### src/hdl/an_regs_pkg.sv
package an_regs_pkg;
	localparam int REG_W = 16;
	localparam int IDX_W = 8;

	// Register indexes; byte address is four times the index
	localparam logic [IDX_W-1:0] IDX_CONTROL = 8'h00;
	localparam logic [IDX_W-1:0] IDX_STATUS = 8'h01;
	localparam logic [IDX_W-1:0] IDX_ADVERT = 8'h04;
	localparam logic [IDX_W-1:0] IDX_PARTNER = 8'h05;
	localparam logic [IDX_W-1:0] IDX_OVERRIDE = 8'h10;
	localparam logic [IDX_W-1:0] IDX_AN_SUMMARY = 8'h11;

	// Control, status, override and summary fields
	localparam int BIT_SPEED_100 = 13;
	localparam int BIT_AN_ENABLE = 12;
	localparam int BIT_AN_RESTART = 9;
	localparam int BIT_FULL_DUPLEX = 8;
	localparam int BIT_STAT_COMPLETE = 5;
	localparam int BIT_OVERRIDE = 15;
	localparam int BIT_SUM_COMPLETE = 4;

	// Advertisement and partner word fields
	localparam int BIT_NEXT_PAGE = 15;
	localparam int BIT_ACK = 14;
	localparam int BIT_REMOTE_FAULT = 13;
	localparam int RESV_HI = 12;
	localparam int RESV_LO = 10;
	localparam int BIT_T4 = 9;
	localparam int TAF_HI = 8;
	localparam int TAF_LO = 5;
	localparam int SEL_HI = 4;
	localparam int SEL_LO = 0;

	// Reset values
	localparam logic RST_SPEED_100 = 1'b1;
	localparam logic RST_FULL_DUPLEX = 1'b1;
	localparam logic RST_AN_ENABLE = 1'b1;
	localparam logic RST_OVERRIDE = 1'b0;
	localparam logic RST_NEXT_PAGE = 1'b0;
	localparam logic RST_RESV14 = 1'b0;
	localparam logic [2:0] RST_RESV = 3'h0;
	localparam logic [3:0] RST_TAF_AN = 4'hf;
	localparam logic [3:0] RST_TAF_FORCED = 4'h0;
	localparam logic [4:0] RST_SELECTOR = 5'h01;
	localparam logic [15:0] RST_PARTNER = 16'h0000;
	// Capabilities in bits 14 to 11, bit 3 is auto-negotiation ability
	localparam logic [15:0] STATUS_FIXED = 16'h7808;

	// Edges after reset release before the synchronised straps are valid
	localparam logic [1:0] STRAP_SETTLE_CYCLES = 2'h3;

	typedef enum logic [1:0] {
		BUS_IDLE,
		BUS_WRITE,
		BUS_READ_WAIT,
		BUS_READ_DONE
	} bus_phase_t;
endpackage

### src/hdl/reg_if.sv
`timescale 1ns/100ps
interface reg_if import an_regs_pkg::*; ();
	logic hit;
	logic wr_en;
	logic [IDX_W-1:0] idx;
	logic [REG_W-1:0] wdata;
	logic [REG_W-1:0] rdata;

	modport bus(output hit, output wr_en, output idx, output wdata,
		input rdata);
	modport regs(input hit, input wr_en, input idx, input wdata,
		output rdata);
endinterface

### src/hdl/autoneg_ability_registers.sv
`timescale 1ns/100ps
module autoneg_ability_registers import an_regs_pkg::*; (
	input wire logic clock_i,
	input wire logic srst_i,
	input wire logic hsel_i,
	input wire logic [31:0] haddr_i,
	input wire logic [1:0] htrans_i,
	input wire logic hwrite_i,
	input wire logic [2:0] hsize_i,
	input wire logic [31:0] hwdata_i,
	input wire logic hready_i,
	output logic [31:0] hrdata_o,
	output logic hreadyout_o,
	output logic hresp_o,
	input wire logic hardware_software_select_pin_i,
	input wire logic an_enable_strap_i,
	input wire logic link_fault_i,
	input wire logic [15:0] rx_code_word_i,
	input wire logic rx_word_valid_i,
	input wire logic an_complete_i,
	output logic [15:0] tx_code_word_o,
	output logic an_enable_o,
	output logic an_restart_o,
	output logic idle_symbols_o,
	output logic speed_100_o,
	output logic full_duplex_o
);
	typedef struct packed {
		logic [1:0] strap_count;
		logic strap_done;
		logic an_enable;
		logic speed_100;
		logic full_duplex;
		logic restart;
		logic override;
		logic next_page;
		logic resv14;
		logic remote_fault;
		logic [2:0] resv;
		logic [3:0] technology_ability_field;
		logic [4:0] selector;
		logic [15:0] partner;
		logic [15:0] tx_word;
		logic idle_symbols;
	} core_state_t;

	localparam core_state_t CORE_RESET = '{
		strap_count: 2'h0,
		strap_done: 1'b0,
		an_enable: RST_AN_ENABLE,
		speed_100: RST_SPEED_100,
		full_duplex: RST_FULL_DUPLEX,
		restart: 1'b0,
		override: RST_OVERRIDE,
		next_page: RST_NEXT_PAGE,
		resv14: RST_RESV14,
		remote_fault: 1'b0,
		resv: RST_RESV,
		technology_ability_field: RST_TAF_AN,
		selector: RST_SELECTOR,
		partner: RST_PARTNER,
		tx_word: 16'h0000,
		idle_symbols: 1'b0
	};

	core_state_t s_reg;
	core_state_t s_next;
	logic [1:0] strap_sync;
	logic hw_mode;
	logic strap_an_enable;
	logic wr_control;
	logic wr_advert;
	logic wr_override;

	reg_if rb();

	ahb_reg_port u_port (
		.clock_i(clock_i),
		.srst_i(srst_i),
		.hsel_i(hsel_i),
		.haddr_i(haddr_i),
		.htrans_i(htrans_i),
		.hwrite_i(hwrite_i),
		.hsize_i(hsize_i),
		.hwdata_i(hwdata_i),
		.hready_i(hready_i),
		.hrdata_o(hrdata_o),
		.hreadyout_o(hreadyout_o),
		.hresp_o(hresp_o),
		.rb(rb.bus)
	);

	// Straps are pins, so they cross two flops before use
	pin_sync #(.W(2)) u_strap_sync (
		.clock_i(clock_i),
		.srst_i(srst_i),
		.async_i({hardware_software_select_pin_i, an_enable_strap_i}),
		.sync_o(strap_sync)
	);

	assign hw_mode = strap_sync[1];
	assign strap_an_enable = strap_sync[0];

	// Advertisement word as seen by software or as sent on the wire
	function automatic logic [15:0] advert_word(input core_state_t st,
		input logic for_read);
		logic [15:0] w;
		w = 16'h0000;
		w[BIT_NEXT_PAGE] = st.next_page;
		w[BIT_ACK] = for_read ? 1'b0 : st.resv14;
		w[BIT_REMOTE_FAULT] = st.remote_fault;
		// Stored reserved bits still reach the wire for aux use
		w[RESV_HI:RESV_LO] = for_read ? 3'h0 : st.resv;
		w[BIT_T4] = 1'b0;
		w[TAF_HI:TAF_LO] = st.technology_ability_field;
		w[SEL_HI:SEL_LO] = st.selector;
		return w;
	endfunction

	// Partner word as kept in the read-only register
	function automatic logic [15:0] partner_word(input logic [15:0] rx);
		logic [15:0] w;
		w = rx;
		w[RESV_HI:RESV_LO] = 3'h0;
		w[BIT_T4] = 1'b0;
		return w;
	endfunction

	// Register map; unmapped or refused accesses read zero
	always_comb begin
		rb.rdata = 16'h0000;
		if (rb.hit) begin
			unique case (rb.idx)
				IDX_CONTROL: begin
					rb.rdata[BIT_SPEED_100] = s_reg.speed_100;
					rb.rdata[BIT_AN_ENABLE] = s_reg.an_enable;
					rb.rdata[BIT_FULL_DUPLEX] = s_reg.full_duplex;
				end
				IDX_STATUS: begin
					// Fixed capabilities, independent of advertisement
					rb.rdata = STATUS_FIXED;
					rb.rdata[BIT_STAT_COMPLETE] = an_complete_i;
				end
				IDX_ADVERT: begin
					rb.rdata = advert_word(s_reg, 1'b1);
				end
				IDX_PARTNER: begin
					rb.rdata = s_reg.partner;
				end
				IDX_OVERRIDE: begin
					rb.rdata[BIT_OVERRIDE] = s_reg.override;
				end
				IDX_AN_SUMMARY: begin
					rb.rdata[BIT_SUM_COMPLETE] = an_complete_i;
				end
				default: begin
					rb.rdata = 16'h0000;
				end
			endcase
		end
	end

	assign wr_control = rb.wr_en && (rb.idx == IDX_CONTROL);
	assign wr_advert = rb.wr_en && (rb.idx == IDX_ADVERT);
	assign wr_override = rb.wr_en && (rb.idx == IDX_OVERRIDE);

	always_comb begin
		s_next = s_reg;
		s_next.restart = 1'b0;

		// Fault indication is live, so software writes cannot mask it
		s_next.remote_fault = link_fault_i;

		// Defaults loaded once the strap synchroniser has settled
		if (!s_reg.strap_done) begin
			s_next.strap_count = s_reg.strap_count + 2'h1;
			if (s_reg.strap_count == STRAP_SETTLE_CYCLES) begin
				s_next.strap_done = 1'b1;
				s_next.an_enable = hw_mode ? strap_an_enable :
					RST_AN_ENABLE;
				if (hw_mode && !strap_an_enable) begin
					s_next.technology_ability_field = RST_TAF_FORCED;
				end else begin
					s_next.technology_ability_field = RST_TAF_AN;
				end
			end
		end

		if (wr_control) begin
			s_next.speed_100 = rb.wdata[BIT_SPEED_100];
			s_next.an_enable = rb.wdata[BIT_AN_ENABLE];
			s_next.full_duplex = rb.wdata[BIT_FULL_DUPLEX];
			// Restart is a one-cycle request, reads back as zero
			s_next.restart = rb.wdata[BIT_AN_RESTART];
		end

		if (wr_override) begin
			s_next.override = rb.wdata[BIT_OVERRIDE];
		end

		if (wr_advert) begin
			s_next.next_page = rb.wdata[BIT_NEXT_PAGE];
			if (s_reg.override) begin
				s_next.resv14 = rb.wdata[BIT_ACK];
				s_next.resv = rb.wdata[RESV_HI:RESV_LO];
				s_next.technology_ability_field = rb.wdata[TAF_HI:TAF_LO];
				s_next.selector = rb.wdata[SEL_HI:SEL_LO];
			end
		end

		// Partner word carries next page, acknowledge and abilities
		if (rx_word_valid_i) begin
			s_next.partner = partner_word(rx_code_word_i);
			// Bits 15 and 14 are kept as received
		end

		// Enable off: no negotiation, idle_symbols sent, forced mode applies
		s_next.idle_symbols = s_reg.strap_done && !s_next.an_enable;

		// Code word follows the stored advertisement every cycle
		s_next.tx_word = advert_word(s_next, 1'b0);
	end

	always_ff @(posedge clock_i) begin
		if (srst_i) begin
			s_reg <= CORE_RESET;
		end else begin
			s_reg <= s_next;
		end
	end

	assign tx_code_word_o = s_reg.tx_word;
	assign an_enable_o = s_reg.an_enable;
	assign an_restart_o = s_reg.restart;
	assign idle_symbols_o = s_reg.idle_symbols;
	assign speed_100_o = s_reg.speed_100;
	assign full_duplex_o = s_reg.full_duplex;
endmodule

### src/hdl/pin_sync.sv
`timescale 1ns/100ps
module pin_sync #(
	parameter int W = 1
) (
	input wire logic clock_i,
	input wire logic srst_i,
	input wire logic [W-1:0] async_i,
	output logic [W-1:0] sync_o
);
	typedef struct packed {
		logic [W-1:0] stage2;
		logic [W-1:0] stage1;
	} sync_state_t;

	sync_state_t s_reg;
	sync_state_t s_next;

	// Only the second stage looks at the first
	always_comb begin
		s_next = s_reg;
		s_next.stage1 = async_i;
		s_next.stage2 = s_reg.stage1;
	end

	always_ff @(posedge clock_i) begin
		if (srst_i) begin
			s_reg <= '0;
		end else begin
			s_reg <= s_next;
		end
	end

	assign sync_o = s_reg.stage2;
endmodule

### src/hdl/ahb_reg_port.sv
`timescale 1ns/100ps
module ahb_reg_port import an_regs_pkg::*; (
	input wire logic clock_i,
	input wire logic srst_i,
	input wire logic hsel_i,
	input wire logic [31:0] haddr_i,
	input wire logic [1:0] htrans_i,
	input wire logic hwrite_i,
	input wire logic [2:0] hsize_i,
	input wire logic [31:0] hwdata_i,
	input wire logic hready_i,
	output logic [31:0] hrdata_o,
	output logic hreadyout_o,
	output logic hresp_o,
	reg_if.bus rb
);
	typedef struct packed {
		bus_phase_t phase;
		logic [IDX_W-1:0] idx;
		logic hit;
		logic ready;
		logic resp;
		logic [31:0] rdata;
	} port_state_t;

	port_state_t s_reg;
	port_state_t s_next;
	logic accept;
	logic addr_ok;

	assign accept = s_reg.ready && hready_i && hsel_i && htrans_i[1];
	// Word accesses inside the map window only; others read zero
	assign addr_ok = (haddr_i[31:10] == 22'h000000) &&
		(haddr_i[1:0] == 2'h0) && (hsize_i == 3'h2);

	assign rb.idx = s_reg.idx;
	assign rb.hit = s_reg.hit;
	assign rb.wdata = hwdata_i[REG_W-1:0];
	assign rb.wr_en = (s_reg.phase == BUS_WRITE) && s_reg.hit;

	// Reads take one wait state so a write just before is seen
	always_comb begin
		s_next = s_reg;
		s_next.resp = 1'b0;
		unique case (s_reg.phase)
			BUS_READ_WAIT: begin
				s_next.rdata = {16'h0000, rb.rdata};
				s_next.ready = 1'b1;
				s_next.phase = BUS_READ_DONE;
			end
			BUS_IDLE, BUS_WRITE, BUS_READ_DONE: begin
				s_next.phase = BUS_IDLE;
			end
		endcase
		if (accept) begin
			s_next.idx = haddr_i[IDX_W+1:2];
			s_next.hit = addr_ok;
			s_next.phase = hwrite_i ? BUS_WRITE : BUS_READ_WAIT;
			s_next.ready = hwrite_i;
		end
	end

	always_ff @(posedge clock_i) begin
		if (srst_i) begin
			s_reg <= '{phase: BUS_IDLE, idx: '0, hit: 1'b0,
				ready: 1'b1, resp: 1'b0, rdata: '0};
		end else begin
			s_reg <= s_next;
		end
	end

	assign hrdata_o = s_reg.rdata;
	assign hreadyout_o = s_reg.ready;
	assign hresp_o = s_reg.resp;
endmodule

### config.mk
export PLATFORM = sky130hd
export DESIGN_NAME = autoneg_ability_registers
export DESIGN_NICKNAME = d
export VERILOG_FILES = /design/src/hdl/an_regs_pkg.sv /design/src/hdl/reg_if.sv /design/src/hdl/autoneg_ability_registers.sv /design/src/hdl/pin_sync.sv /design/src/hdl/ahb_reg_port.sv
export SDC_FILE = /design/constraint.sdc
export NUM_CORES = 1
export LEC_CHECK = 0
export BUFFER_PORTS_ARGS = -buffer_cell sky130_fd_sc_hd__buf_2
export CORE_UTILIZATION = 52
export CTS_CLUSTER_DIAMETER = 60
export DETAILED_ROUTE_END_ITERATION = 8
export PLACE_DENSITY = 0.95
export SLEW_MARGIN = 20
export SYNTH_ARGS = -nofsm -noshare
export SYNTH_HDL_FRONTEND = slang
export SYNTH_HIERARCHICAL = 1
export SYNTH_SLANG_ARGS = --single-unit
### constraint.sdc
create_clock -name clock_i -period 4.9 [get_ports clock_i]
set_clock_uncertainty 0.1 [all_clocks]
set_input_delay 0.98 -clock clock_i [delete_from_list [all_inputs] [get_ports clock_i]]
set_output_delay 0.98 -clock clock_i [all_outputs]
set_load 0.01 [all_outputs]
[Word level (Yosys, flattened, before mapping)]
Index checks and enable logic that the tools add are counted.
Word-level totals
  register bits after elaboration: 84
  input port bits: 95
  output and inout port bits: 55
  logic and storage cells: 80
Operators by class
  add/sub/neg operators: 1
  equality and inequality tests: 10
  multiplexer cells: 24
  bitwise gates (word level): 1
  reductions and logical operators: 20
Operators with widths (count)
  two-way mux 12 bit: 3
  logical NOT 22 bit: 1
  == test 8 x 3 -> 1 bit, second input constant: 2
  == test 8 x 5 -> 1 bit, second input constant: 2
  two-way mux 16 bit: 1
  two-way mux 4 bit: 4
  one-hot mux 4 bit (3 select lines): 1
  logical AND 1 bit: 11
  one-hot mux 1 bit (3 select lines): 3
  one-hot mux 3 bit (3 select lines): 1
  == test 8 x 1 -> 1 bit, second input constant: 1
  logical NOT 8 bit: 1
  two-way mux 2 bit: 4
  one-hot mux 2 bit (4 select lines): 1
  == test 2 bit, second input constant: 3
  logical NOT 2 bit: 2
  one-hot mux 2 bit (2 select lines): 1
  == test 3 x 2 -> 1 bit, second input constant: 1
  two-way mux 1 bit: 3
  two-way mux 3 bit: 1
  OR reduction 3 bit: 1
  adder 2 x 1 -> 2 bit, second input constant: 1
  == test 2 x 1 -> 1 bit, second input constant: 1
  logical NOT 1 bit: 2
  other kinds (4): 4

[Depth between registers and ports, before layout]
  depth after elaboration: 7
  mapped depth: 8
  mapped depth without buffers: 6

[By module]
Netlist, hierarchy kept.
Modules (own cells, without submodules)
  autoneg_ability_registers: times used 1, cells an instance 219, area an instance 1969.4 µm², sequential area each 820.8 µm²
  ahb_reg_port: times used 1, cells an instance 191, area an instance 1507.7 µm², sequential area each 560.5 µm²
  pin_sync: times used 1, cells an instance 8, area an instance 105.1 µm², sequential area each 80.1 µm²

[Least setup slack after synthesis]
No wires, ideal clock.
  path kind: input-to-reg
  start: in srst_i
  end: reg s_reg, in the netlist tx_code_word_o[5]
  library setup time: 144 ps
  arrival time: 1609 ps
  data required time: 4656 ps
  slack: 3046 ps
  stages on the path: 3
  path buffers: 2
  path through: clkbuf_1 clkbuf_1 a21oi_1
RTL lines
  from (decl): line autoneg_ability_registers.sv:4  | input wire logic srst_i,
  to (signal assigned): line autoneg_ability_registers.sv:228  | s_reg <= s_next;
  to (decl): line autoneg_ability_registers.sv:66  | core_state_t s_reg;
No word-level cell between the ends.

[Final worst setup path]
  start: reg u_port.s_reg, in the netlist u_port/rb.idx[0]
  end: reg s_reg, in the netlist tx_code_word_o[0]
On the way
  longest elaborated chain between the ends: 3
RTL lines
  from (decl): line ahb_reg_port.sv:26  | port_state_t s_reg;
  from (signal assigned): line ahb_reg_port.sv:65  | s_reg <= '{phase: BUS_IDLE, idx: '0, hit: 1'b0,
  from (signal assigned): line ahb_reg_port.sv:68  | s_reg <= s_next;
  == test 8 x 3 -> 1 bit: line autoneg_ability_registers.sv:164  | assign wr_advert = rb.wr_en && (rb.idx == IDX_ADVERT);
  logical AND 1 bit: line autoneg_ability_registers.sv:164
  two-way mux 12 bit: line autoneg_ability_registers.sv:201  | if (wr_advert) begin
No other way between the ends.
A chain may end at the register's enable or synchronous reset.

==> results.md <==
* Synth warn at 6
* Top cell type's share of synthesized area at 0.408
* Die footprint at ~0.0072 mm^2
* Final design utilization at 0.595
* Slew margin rel. at 0.388
* Die Span Y at 85 um
* Max clock buf depth at 2
* Post_cts resized at 0
* Global route hottest layer: met2
* Slew Viols, Final at 0
* I/O pins at 150
* Post-CTS Hold Fix Bufs at 0
* Crit path launch type: flip-flop
* DR WL/cell at 14.0 um
* Final period util at 0.440
* Gpl congestion at roughly 0.82
* Hold Crit Class: flip-flop to flip-flop
* Largest register FFs at 27
* Cell Chain, Critical Path: nor3b_2, nand4_2, mux2i_1, nor2_1
* H-tree levels at 3
* # Post-CTS Setup Buffers at 0
* Final #Nets at 560
* Core ar. at 0.00649 mm^2
* Initial antenna violation count at 0
* Fraction of registers with async set/reset at 0
* Post-synthesis register bit count at 73
* Clk root buf: clkbuf_8
* Final Hold Fails at 0
* Commonest non-fill, non-tap cell in the layout: buf_2
* Ys flop type: dfxtp_1
* Max-Cap Viols at 0
* Clock slew at reported path FFs at approximately 0.080 ns
* Mapped Area at approximately 0.0036 mm^2
* Total gr overflow at 0
* Critical path peak fanout at 23
* GRT Util Overall at 0.213
* Fmax at roughly 460 MHz
* Number of clock buffers inserted by TritonCTS at 9
* Cell count after synthesis at approximately 420
* Port bufs at 110
* Status: completed
* Inserted Diodes at 0
* Most frequent cells in the layout: buf_2 (110), dfxtp_1 (73), nand2_1 (72)
* Syn Area/Cell at 8.57 um^2
* Leakage Power at approximately 1.7 nW
* CP peak stage delay at ~0.60 ns
* Peak supply drop at around 230 uV
* Row count at 29
* Seq/Total Area, Yosys at 0.408
* Antenna viol nets, final at 0
* Non-filler cells, final at ~550
* Leading area contributor after synthesis: dfxtp_1
* Critical Path AT at between 2 and 2.5 ns
* Final-report setup violation count at 0
* Dpl cells at between 500 and 600
* Num Clock Sinks at between 70 and 80
* Worst setup EP type: flip-flop
* Slew of the pin with the lowest slew margin at 0.916 ns
* Share of layout cells above drive strength 1 at 0.320
* Slowest CP cell: dfxtp_1
* Hpwl dp at 5630 um
* RSZ-0062 raised after global routing: false
* First-pass GRT wire length at 11900 um
* DRT Pass-1 Iters at 4
* Die X at 85 um
* Initial Utilization at 0.552
* EDFF count, synth at 0
* TritonCTS clock tree: built
* DRC violation count after routing at 0
* Worst-skew pair later-pin latency at ~0.35 ns
* Crit path kind: flip-flop to flip-flop
* Cell area power density at between 300 and 400 mW/mm^2
* Crit path required time at 5.01 ns
* Vias in the first global route at about 2.6k
* Tmin final at approximately 2.2 ns
* Setup TNS Final at 0 ns
* Largest net degree at the start of global routing at between 40 and 50
* GRT met3 Usage at 0.0564
* Ranking of synthesized cells by area: dfxtp_1 (41%), buf_4 (16%), nand2_1 (7.5%)
* Filler cells at 589
* Detailed Route WL at between 7000 and 8000 um
* Detail-routed via count per cell at approximately 5.1
* M2 GR Usage at 0.361
* Layout Area Growth over Synthesis at 7.86%
* Starting DRC count in detailed routing at ~180
* GR Layer Usage met1 at 0.253
* Netlist cell types at 44
* Via count at around 2.8k
-- cell type report --
class,count,area (um^2),area share
Tap cell,77,96.3,0.0249
Multi-Input combinational cell,268,1530,0.395
Sequential cell,73,1460,0.378
Clock inverter,7,95.1,0.0246
Inverter,1,3.75,0.000972
Clock buffer,9,124,0.0321
Timing Repair Buffer,111,558,0.144
-- cell families after synthesis --
logic type | synth area share
buf+inv | 0.186
fa+ha+maj | 0.00349
xor+xnor | 0.00245
flops | 0.408
compound gates | 0.103
simple gates | 0.228
mux | 0.0674
other cells | 0.00210
-- per-layer routing --
metal	up-vias	routed length [um]
li1	1384	-
met1	1294	3170
met2	109	3850
met3	12	496
met4	0	112
met5	-	0
-- report_power, final --
part | total [mW] | internal, mW | switching (mW) | leakage, nW
clock network | 0.519 | 0.286 | 0.232 | 0.109
logic | 0.105 | 0.0478 | 0.0572 | 1.01
registers | 0.626 | 0.612 | 0.0141 | 0.595
total | 1.25 | 0.946 | 0.304 | 1.71
-- cells in the mapped netlist, types with 2 or more instances --
master,count
nor4_1,5
nor2_1,36
buf_2,9
nand4_1,3
dfxtp_1,73
clkbuf_1,4
o211ai_1,2
nor2b_1,10
mux2i_1,23
conb_1,2
and4_1,3
nand3_1,5
buf_6,2
a21oi_2,10
a21oi_1,35
nor3_1,3
o211ai_2,2
nand3b_1,5
nand2b_1,5
nor4_2,2
buf_1,3
buf_4,75
nand2_2,2
o21ai_0,5
and3b_1,2
and3_1,3
nand2_1,72
-- final timing paths --
path | from | endpoint | slack [ns] | cells past startpoint
setup reg to reg | u_port/rb.idx[0] | tx_code_word_o[0] | 2.75 | 4
setup / recovery | u_port/rb.idx[0] | tx_code_word_o[0] | 2.75 | 4
hold / removal | u_strap_sync/s_next[3] | u_strap_sync/sync_o[1] | 0.35 | 1
hold reg to reg | u_strap_sync/s_next[3] | u_strap_sync/sync_o[1] | 0.35 | 1
-- through the flow --
step | power [mW] | setup WS (ns) | instance area [um^2] | hold slack [ns]
6_report | 1.25 | 2.75 | 3860 | 0.347
3_5_place_dp | 0.744 | 2.51 | 3640 | 0.332
2_1_floorplan | 0.726 | 3.05 | 3650 | 0.314
5_1_grt | 1.30 | 2.57 | 3860 | 0.361
3_3_place_gp | 0.739 | 2.56 | 3640 | 0.323
4_1_cts | 1.26 | 2.75 | 3860 | 0.351
-- critical path: cells and delay by family (launching register included) --
| kind | cells | cell delay (ns) |
|---|---|---|
| and+or+nand+nor | 3 | 0.97 |
| DFF | 1 | 0.60 |
| muxes | 1 | 0.33 |
Note: power is estimated with default switching activity, not from simulation.
